[src/hcps_map.svh]
// constants for the hub charge and power select block
// assumes inclusion from the design modules and the bench
`ifndef HCPS_MAP_SVH
`define HCPS_MAP_SVH
`define HCPS_PORTS 2
`define HCPS_VBUS_FILT_CYCLES 16
`define HCPS_OTP_PWRON_DLY_W 3
`define HCPS_RST_AUTO_DIS_N 1'b0
`define HCPS_RST_HICUR 1'b0
`define HCPS_RST_PWRON_DLY 3'h0
`define HCPS_RST_RMBL 2'h0
`define HCPS_ID_RESET 16'h0000
`endif

[src/hcps_pkg.sv]
// types for the hub charge and power select block
// assumes hcps_map.svh is reachable on the include path
package hcps_pkg;
    typedef enum logic [2:0] {
        HCPS_BC_NONE,
        HCPS_BC_AUTO,
        HCPS_BC_DCP,
        HCPS_BC_CDP
    } hcps_bc_e;
    typedef enum logic [1:0] {
        HCPS_UP_SS,
        HCPS_UP_HS,
        HCPS_UP_FS
    } hcps_up_e;
endpackage : hcps_pkg

[src/hcps_vbus_filter.sv]
// vbus presence synchroniser and glitch filter
// assumes one clock domain, clock enable freezing state
`timescale 1ns/1ps
`default_nettype none
`include "hcps_map.svh"
module hcps_vbus_filter #(
    parameter int FILT_CYCLES = `HCPS_VBUS_FILT_CYCLES
) (
    // clock and reset
    input wire logic ref_clk,
    input wire logic rst,
    input wire logic clkEn,
    // level
    input wire logic vbusRaw,
    output logic vbusStable
);
    localparam int CW = $clog2(FILT_CYCLES + 1);
    logic sync1_r;
    logic sync2_r;
    logic [CW-1:0] cnt_r;
    always_ff @(posedge ref_clk) begin
        if (rst) begin
            sync1_r <= 1'b0;
            sync2_r <= 1'b0;
        end else if (clkEn) begin
            sync1_r <= vbusRaw;
            sync2_r <= sync1_r;
        end
    end
    // output follows only after a full run of equal samples
    always_ff @(posedge ref_clk) begin
        if (rst) begin
            cnt_r <= '0;
            vbusStable <= 1'b0;
        end else if (clkEn) begin
            if (sync2_r == vbusStable) begin
                cnt_r <= '0;
            end else if (cnt_r == CW'(FILT_CYCLES - 1)) begin
                cnt_r <= '0;
                vbusStable <= sync2_r;
            end else begin
                cnt_r <= cnt_r + 1'b1;
            end
        end
    end
endmodule : hcps_vbus_filter
`default_nettype wire

[src/hcps_strap_latch.sv]
// strap sampler: captures straps at the first enabled edge after reset release
// assumes straps are steady around the release of reset
`timescale 1ns/1ps
`default_nettype none
`include "hcps_map.svh"
module hcps_strap_latch #(
    parameter int W = 6
) (
    // clock and reset
    input wire logic ref_clk,
    input wire logic rst,
    input wire logic clkEn,
    // straps
    input wire logic [W-1:0] strapIn,
    output logic [W-1:0] strapHeld,
    output logic strapValid
);
    // a constant under reset, capture after the release
    always_ff @(posedge ref_clk) begin
        if (rst) begin
            strapHeld <= '0;
            strapValid <= 1'b0;
        end else if (clkEn && !strapValid) begin
            strapHeld <= strapIn;
            strapValid <= 1'b1;
        end
    end
endmodule : hcps_strap_latch
`default_nettype wire

[src/hcps_charge_power.sv]
// hub downstream charging mode, port power switch and speed limiting
// assumes straps steady at reset release; all inputs synchronous to ref_clk
//
// Overview of operation
// - one charging enable bit per downstream port, individually switched
// - automatic charger selection active after reset unless disabled
// - automatic mode toggles divider and dedicated signalling per attached device
// - default divider advertises up to 5 W
// - high current divider bit raises advertisement to 10 W
// - never charging-downstream-port behaviour while automatic mode on
// - mode from enable, vbus above 4 V and disable bit
// - per-port charging enable strap shared with power enable pin
// - switched power per port or ganged, with overcurrent inputs
// - configuration bits disable switching and select ganged control
// - active-low strap and ganged strap offer the same choices
// - power enable outputs active high or low by polarity bit
// - polarity may also come from a strap
// - host programs otp through vendor requests, device carries them out
// - only ids, removable, auto, high current, power-on delay come from otp
// - stored removable bit inverted before use
// - high or full speed upstream disables superspeed downstream
// - full speed only upstream also disables high speed downstream
// - straps sampled at reset release and held
`timescale 1ns/1ps
`default_nettype none
`include "hcps_map.svh"
module hcps_charge_power
    import hcps_pkg::*;
#(
    parameter int PORTS = `HCPS_PORTS,
    parameter int VBUS_FILT = `HCPS_VBUS_FILT_CYCLES
) (
    // clock, reset, enable
    input wire logic ref_clk,
    input wire logic rst,
    input wire logic clkEn,
    // configuration bits
    input wire logic [PORTS-1:0] chargePortEnable,
    input wire logic autoChargerDisableN,
    input wire logic highCurrentDividerEnable,
    input wire logic powerSwitchingDisableN,
    input wire logic gangedSelect,
    input wire logic powerEnablePolarity,
    input wire logic useStraps,
    // straps, sampled once after reset
    input wire logic powerSwitchingStrapN,
    input wire logic gangedStrap,
    input wire logic powerPolarityStrap,
    input wire logic serialModeStrap,
    input wire logic [PORTS-1:0] chargeEnableStrap,
    // otp load port
    input wire logic otpLoad,
    input wire logic [15:0] otpVendorId,
    input wire logic [15:0] otpProductId,
    input wire logic [PORTS-1:0] otpRemovableStored,
    input wire logic otpAutoEnable,
    input wire logic otpHighCurrent,
    input wire logic [`HCPS_OTP_PWRON_DLY_W-1:0] otpPwrOnDelay,
    // otp programming request from the usb control pipe
    input wire logic otpProgReq,
    input wire logic [7:0] otpProgAddr,
    input wire logic [7:0] otpProgData,
    output logic otpProgStrobe,
    output logic [7:0] otpProgAddrOut,
    output logic [7:0] otpProgDataOut,
    // link and port status
    input wire logic vbusAbove4V,
    input wire logic upSuperSpeed,
    input wire logic upHighSpeed,
    input wire logic [PORTS-1:0] portPowerRequest,
    input wire logic [PORTS-1:0] overCurrentN,
    input wire logic [PORTS-1:0] devWantsDivider,
    // outputs
    output logic [2*PORTS-1:0] chargeMode,
    output logic [PORTS-1:0] dividerActive,
    output logic [PORTS-1:0] dividerHighCurrent,
    output logic [PORTS-1:0] port_power_enable_out,
    output logic [PORTS-1:0] overCurrentFlag,
    output logic [PORTS-1:0] dsSuperSpeedEnable,
    output logic [PORTS-1:0] dsHighSpeedEnable,
    output logic [PORTS-1:0] portRemovable,
    output logic [15:0] vendorId,
    output logic [15:0] productId,
    output logic [`HCPS_OTP_PWRON_DLY_W-1:0] pwrOnDelay,
    output logic serialModeHeld
);
    // ******************************************************************
    // strap capture and vbus filter
    // ******************************************************************
    localparam int SW = 4 + PORTS;
    logic [SW-1:0] strapHeld;
    logic strapValid;
    logic vbusStable;

    hcps_strap_latch #(.W(SW)) uStrap (
        .ref_clk(ref_clk),
        .rst(rst),
        .clkEn(clkEn),
        .strapIn({chargeEnableStrap, serialModeStrap, powerPolarityStrap, gangedStrap,
                  powerSwitchingStrapN}),
        .strapHeld(strapHeld),
        .strapValid(strapValid)
    );

    hcps_vbus_filter #(.FILT_CYCLES(VBUS_FILT)) uVbus (
        .ref_clk(ref_clk),
        .rst(rst),
        .clkEn(clkEn),
        .vbusRaw(vbusAbove4V),
        .vbusStable(vbusStable)
    );

    // ******************************************************************
    // otp loaded fields
    // ******************************************************************
    logic autoDisOtp_r;
    logic hiCurOtp_r;
    logic otpSeen_r;
    always_ff @(posedge ref_clk) begin
        if (rst) begin
            vendorId <= `HCPS_ID_RESET;
            productId <= `HCPS_ID_RESET;
            portRemovable <= `HCPS_RST_RMBL;
            autoDisOtp_r <= `HCPS_RST_AUTO_DIS_N;
            hiCurOtp_r <= `HCPS_RST_HICUR;
            pwrOnDelay <= `HCPS_RST_PWRON_DLY;
            otpSeen_r <= 1'b0;
        end else if (clkEn && otpLoad) begin
            // nothing else in the block can be reached from otp
            vendorId <= otpVendorId;
            productId <= otpProductId;
            portRemovable <= ~otpRemovableStored;
            autoDisOtp_r <= ~otpAutoEnable;
            hiCurOtp_r <= otpHighCurrent;
            pwrOnDelay <= otpPwrOnDelay;
            otpSeen_r <= 1'b1;
        end
    end

    // host vendor request passes to the otp writer one cycle later, one pulse each
    always_ff @(posedge ref_clk) begin
        if (rst) begin
            otpProgStrobe <= 1'b0;
            otpProgAddrOut <= 8'h00;
            otpProgDataOut <= 8'h00;
        end else if (clkEn) begin
            otpProgStrobe <= otpProgReq;
            if (otpProgReq) begin
                otpProgAddrOut <= otpProgAddr;
                otpProgDataOut <= otpProgData;
            end
        end
    end

    // ******************************************************************
    // effective configuration
    // ******************************************************************
    logic autoDisEff;
    logic hiCurEff;
    logic swDisableN;
    logic gangedEff;
    logic polEff;
    logic [PORTS-1:0] chgEnEff;
    always_comb begin
        // otp values override register bits once loaded
        autoDisEff = otpSeen_r ? autoDisOtp_r : autoChargerDisableN;
        hiCurEff = otpSeen_r ? hiCurOtp_r : highCurrentDividerEnable;
        swDisableN = useStraps ? strapHeld[0] : powerSwitchingDisableN;
        gangedEff = useStraps ? strapHeld[1] : gangedSelect;
        polEff = useStraps ? strapHeld[2] : powerEnablePolarity;
        chgEnEff = chargePortEnable | (strapValid ? strapHeld[SW-1:4] : '0);
    end
    assign serialModeHeld = strapHeld[3];

    // ******************************************************************
    // charging mode per port
    // ******************************************************************
    function automatic hcps_bc_e selMode(input logic en, input logic vb, input logic dis);
        hcps_bc_e m;
        m = HCPS_BC_NONE;
        if (en) begin
            if (!vb) begin
                m = dis ? HCPS_BC_DCP : HCPS_BC_AUTO;
            end else if (dis) begin
                m = HCPS_BC_CDP;
            end
        end
        return m;
    endfunction : selMode

    hcps_bc_e portMode [PORTS];
    always_comb begin
        for (int i = 0; i < PORTS; i++) begin
            portMode[i] = selMode(chgEnEff[i], vbusStable, autoDisEff);
        end
    end

    always_ff @(posedge ref_clk) begin
        if (rst) begin
            chargeMode <= '0;
            dividerActive <= '0;
            dividerHighCurrent <= '0;
        end else if (clkEn) begin
            for (int i = 0; i < PORTS; i++) begin
                chargeMode[2*i +: 2] <= 2'(portMode[i]);
                // auto mode swaps divider and dcp as the device asks
                dividerActive[i] <= (portMode[i] == HCPS_BC_AUTO) && devWantsDivider[i];
                // low means the 5 W level, high the 10 W level
                dividerHighCurrent[i] <= (portMode[i] == HCPS_BC_AUTO) && devWantsDivider[i]
                                         && hiCurEff;
            end
        end
    end

    // ******************************************************************
    // port power switch
    // ******************************************************************
    logic [PORTS-1:0] powerOn;
    always_comb begin
        powerOn = '0;
        if (!swDisableN) begin
            if (gangedEff) begin
                // ganged: any request powers all, any fault drops all
                powerOn = ((|portPowerRequest) && (&overCurrentN)) ? '1 : '0;
            end else begin
                powerOn = portPowerRequest & overCurrentN;
            end
        end else begin
            // switching unsupported: ports stay powered
            powerOn = '1;
        end
    end

    always_ff @(posedge ref_clk) begin
        if (rst) begin
            port_power_enable_out <= '0;
            overCurrentFlag <= '0;
        end else if (clkEn) begin
            port_power_enable_out <= polEff ? powerOn : ~powerOn;
            overCurrentFlag <= ~overCurrentN;
        end
    end

    // ******************************************************************
    // downstream speed limits
    // ******************************************************************
    always_ff @(posedge ref_clk) begin
        if (rst) begin
            dsSuperSpeedEnable <= '0;
            dsHighSpeedEnable <= '0;
        end else if (clkEn) begin
            dsSuperSpeedEnable <= upSuperSpeed ? '1 : '0;
            dsHighSpeedEnable <= (upSuperSpeed || upHighSpeed) ? '1 : '0;
        end
    end
endmodule : hcps_charge_power
`default_nettype wire

[config.mk]
export PLATFORM = sky130hd
export DESIGN_NAME = hcps_charge_power
export DESIGN_NICKNAME = d
export VERILOG_FILES = /design/src/hcps_pkg.sv /design/src/hcps_vbus_filter.sv /design/src/hcps_strap_latch.sv /design/src/hcps_charge_power.sv
export VERILOG_INCLUDE_DIRS = /design/src
export SDC_FILE = /design/constraint.sdc
export NUM_CORES = 1
export LEC_CHECK = 0
export ABC_AREA = 1
export BUFFER_PORTS_ARGS = -buffer_cell sky130_fd_sc_hd__buf_2
export CORE_MARGIN = 5
export CORE_UTILIZATION = 50
export CTS_CLUSTER_DIAMETER = 150
export DETAILED_ROUTE_END_ITERATION = 8
export GPL_TIMING_DRIVEN = 0
export PLACE_DENSITY = 0.9
export SETUP_SLACK_MARGIN = 0.15
export SLEW_MARGIN = 20
export SYNTH_ARGS = -nofsm -noshare
export SYNTH_HDL_FRONTEND = slang
export SYNTH_SLANG_ARGS = --single-unit
[constraint.sdc]
create_clock -name ref_clk -period 2.2 [get_ports ref_clk]
set_input_delay 0.44 -clock ref_clk [delete_from_list [all_inputs] [get_ports ref_clk]]
set_output_delay 0.44 -clock ref_clk [all_outputs]
set_load 0.03 [all_outputs]
==> impl_metrics.tcl <==
set metrics [dict create \
    cts_buffers 9 \
    avgRoutedWirePerCell_um 13.2 \
    powerDensity_nw_per_um2 830 \
    cts_root_buf "clkbuf_8" \
    min_path_type "input pin to flop" \
    cts_tree "yes" \
    critPathRequiredTime_ns 1.76 \
    drc_errors 0 \
    wl_um 8860 \
    netlist_area_um2 3280 \
    postSynthCellCount 427 \
    post_cts_resized 0 \
    tns_ns 0 \
    ys_ff_latch 86 \
    p_leak_nw 2.20 \
    crit_type "flop to output pin" \
    dpl_worst_slack_ns 0.665 \
    postRouteAntennaNets 0 \
    combPwrFrac 0.167 \
    worstReg2RegStart "uVbus.cnt_r[0]$_SDFFE_PP0P_" \
    synth_edf_count 0 \
    rows 29 \
    setup_violations 0 \
    synthSimpleGateAreaFrac 0.237 \
    p_sw_mw 1.01 \
    utilization 0.686 \
    dieHeight_um 91.1 \
    seq_area_frac_synth 0.524 \
    grt_pass1_wl_um 14600 \
    synth-xor-area-share 0.00800 \
    fmax_mhz 697 \
    r2r_slack_ns 0.86 \
    die_w_um 91.1 \
    p_clk_frac 0.365 \
    hold_viol_final 0 \
    dr.pass1.iters 4 \
    ys_top_cells_by_count "129 x nor2_1, 86 x dfxtp_1, 71 x o21ai_0" \
    drt_iter0_markers 145 \
    post-route-min-period_ns 1.43 \
    tightestPinTransition_ns 0.454 \
    clk_pin_slew_ns 0.08 \
    cts_hold_buf 0 \
    ys_async_sr_fraction 0 \
    p_int_mw 2.62 \
    layout.cells.non_filler 671 \
    synth_compound_area_frac 0.151 \
    syn_avg_cell_area_um2 7.69 \
    min_from "otpRemovableStored[0]" \
    grt_max_degree 16 \
    startpoint "dsSuperSpeedEnable[0]$_SDFFE_PP0P_" \
    dp.cells 655 \
    finalCritPeriodShare 0.652 \
    diodes 0 \
    drive_gt1_frac 0.332 \
    rsz0062_at_grt "false" \
    cp_slowest_stage_delay_ns 0.36 \
    skew_ns 0.00800 \
    switching_share 0.279 \
    clockBufferDepth 2 \
    gp_congestion 0.791 \
    yosysWarnings 0 \
    cp.arrival_ns 0.99 \
    ir_worst_vdd_mv 0.596 \
    maxCapViolations 0 \
    cts_setup_buffers 0 \
    initial_core_util 0.514 \
    setup_ws_ns 0.766 \
    path_max_fanout 3 \
    pwr-share-seq 0.467 \
    grt_pass1_vias 3167 \
    fin_nets 673 \
    status "complete, no violations" \
    die_area_um2 8290 \
    synth-main-ff-cell "dfxtp_1" \
    relSlewSlack 0.697 \
    dp_hpwl_um 6850 \
    crit_path_start_kind "flop" \
    io-pin-count 154 \
    vias 3274 \
    crit_chain "buf_4, buf_2" \
    port_buffers 151 \
    routed_via_density 4.88 \
    ys_types 27 \
    clkLatencyLatePin_ns 0.34 \
    ys_top_cells_by_area "dfxtp_1 52%, nor2_1 15%, o21ai_0 11%" \
    grt-ovfl-total 0 \
    clock_sinks 86 \
    antenna_found_initial 0 \
    yosysMostFrequentCell "nor2_1" \
    synth_top_family_by_area "simple AND/OR/NAND/NOR gates" \
    postLayoutCellArea_um2 4380 \
    gr-usage-all-layers 0.211 \
    synthAdderAreaFrac 0.00381 \
    h-tree-depth 3 \
    syn_to_final_growth_pct 33.4 \
    synth_top_area_frac 0.524 \
    coreArea_um2 6390 \
    critical_path.slowest_cell "dfxtp_1" \
    finalMaxSlewViolations 0 \
    end_kind "output pin" \
    synth.area.mux_share 0 \
    place_area_um2 4140 \
    synth_nets 511 \
    synth_area_leader_cell "dfxtp_1" \
]
[kinds of logic (layout without fill, tap and decap cells)]
logic type | Yosys count | in the layout
buffers and inverters | 46 | 213
DFF | 86 | 86
xor gates and xnor gates | 3 | 3
and+or+nand+nor | 194 | 194
AOI/OAI and AO/OA | 97 | 97
adders and majority gates | 1 | 1
[power by group through the flow]
stage               Clock (mW)  Combinational (mW)  Sequential (mW)
floorplan                    0               0.232             1.90
global placement             0               0.593             1.73
detailed placement           0               0.609             1.74
CTS                       1.35               0.611             1.70
global route              1.43               0.669             1.71
finish                    1.33               0.608             1.70
[metal layers]
metal | GRT usage | wire length [um] | vias to the layer above
li1 | - | - | 1699
met1 | 0.248 | 3620 | 1440
met2 | 0.365 | 4420 | 117
met3 | 0.0678 | 642 | 18
met4 | 0.0648 | 172 | 0
met5 | 0 | 0 | -
[cells in the final DEF, fill, tap and decap left out, types with 6 or more instances in the layout]
cell type  Yosys  final
dfxtp_1       86     86
nor2_1       129    129
buf_2          6    157
clkbuf_8       0      9
a21oi_1       23     23
clkbuf_1       6      6
inv_1         16     16
nand3_1       11     11
o21ai_0       71     71
nand2_1       41     41
buf_6          6      6
[area by class of cell]
| type | count | area (um2) |
|---|---|---|
| Clock buffer | 9 | 124 |
| Tap cell | 77 | 96.3 |
| Multi-Input combinational cell | 295 | 1310 |
| Timing Repair Buffer | 151 | 756 |
| Sequential cell | 86 | 1720 |
| Clock inverter | 7 | 121 |
| Buffer | 25 | 165 |
| Inverter | 21 | 83.8 |
| Fill cell | 545 | 2000 |
[flip-flops by register name, summed over array words and instances (netlist names), 2 cells and up]
signal,count
productId,16
vendorId,16
otpProgAddrOut,8
otpProgDataOut,8
uStrap.strapHeld,6
uVbus.cnt_r,5
chargeMode,4
pwrOnDelay,3
dividerActive,2
dividerHighCurrent,2
overCurrentFlag,2
portRemovable,2
port_power_enable_out,2
[critical path: cells and delay by family, from the launching register on]
family	cells	cell delay [ns]
buffers and inverters	2	0.29
flip-flops	1	0.36
[stage by stage]
| stage | hold WS (ns) | total power, mW |
|---|---|---|
| after floorplan | 0.429 | 2.13 |
| after global placement | 0.446 | 2.32 |
| after detailed placement | 0.453 | 2.35 |
| after CTS | 0.249 | 3.66 |
| after global routing | 0.255 | 3.81 |
| final | 0.262 | 3.64 |
[path summary, 6_finish.rpt]
kind	cells after the start	to
max	2	dsSuperSpeedEnable[1]
max reg2reg	6	uVbus.cnt_r[1]$_SDFFE_PP0P_
min	2	portRemovable[0]$_SDFFE_PP0P_
min reg2reg	2	dividerActive[0]$_SDFFE_PP0P_
Note: power is estimated with default switching activity, not from simulation.
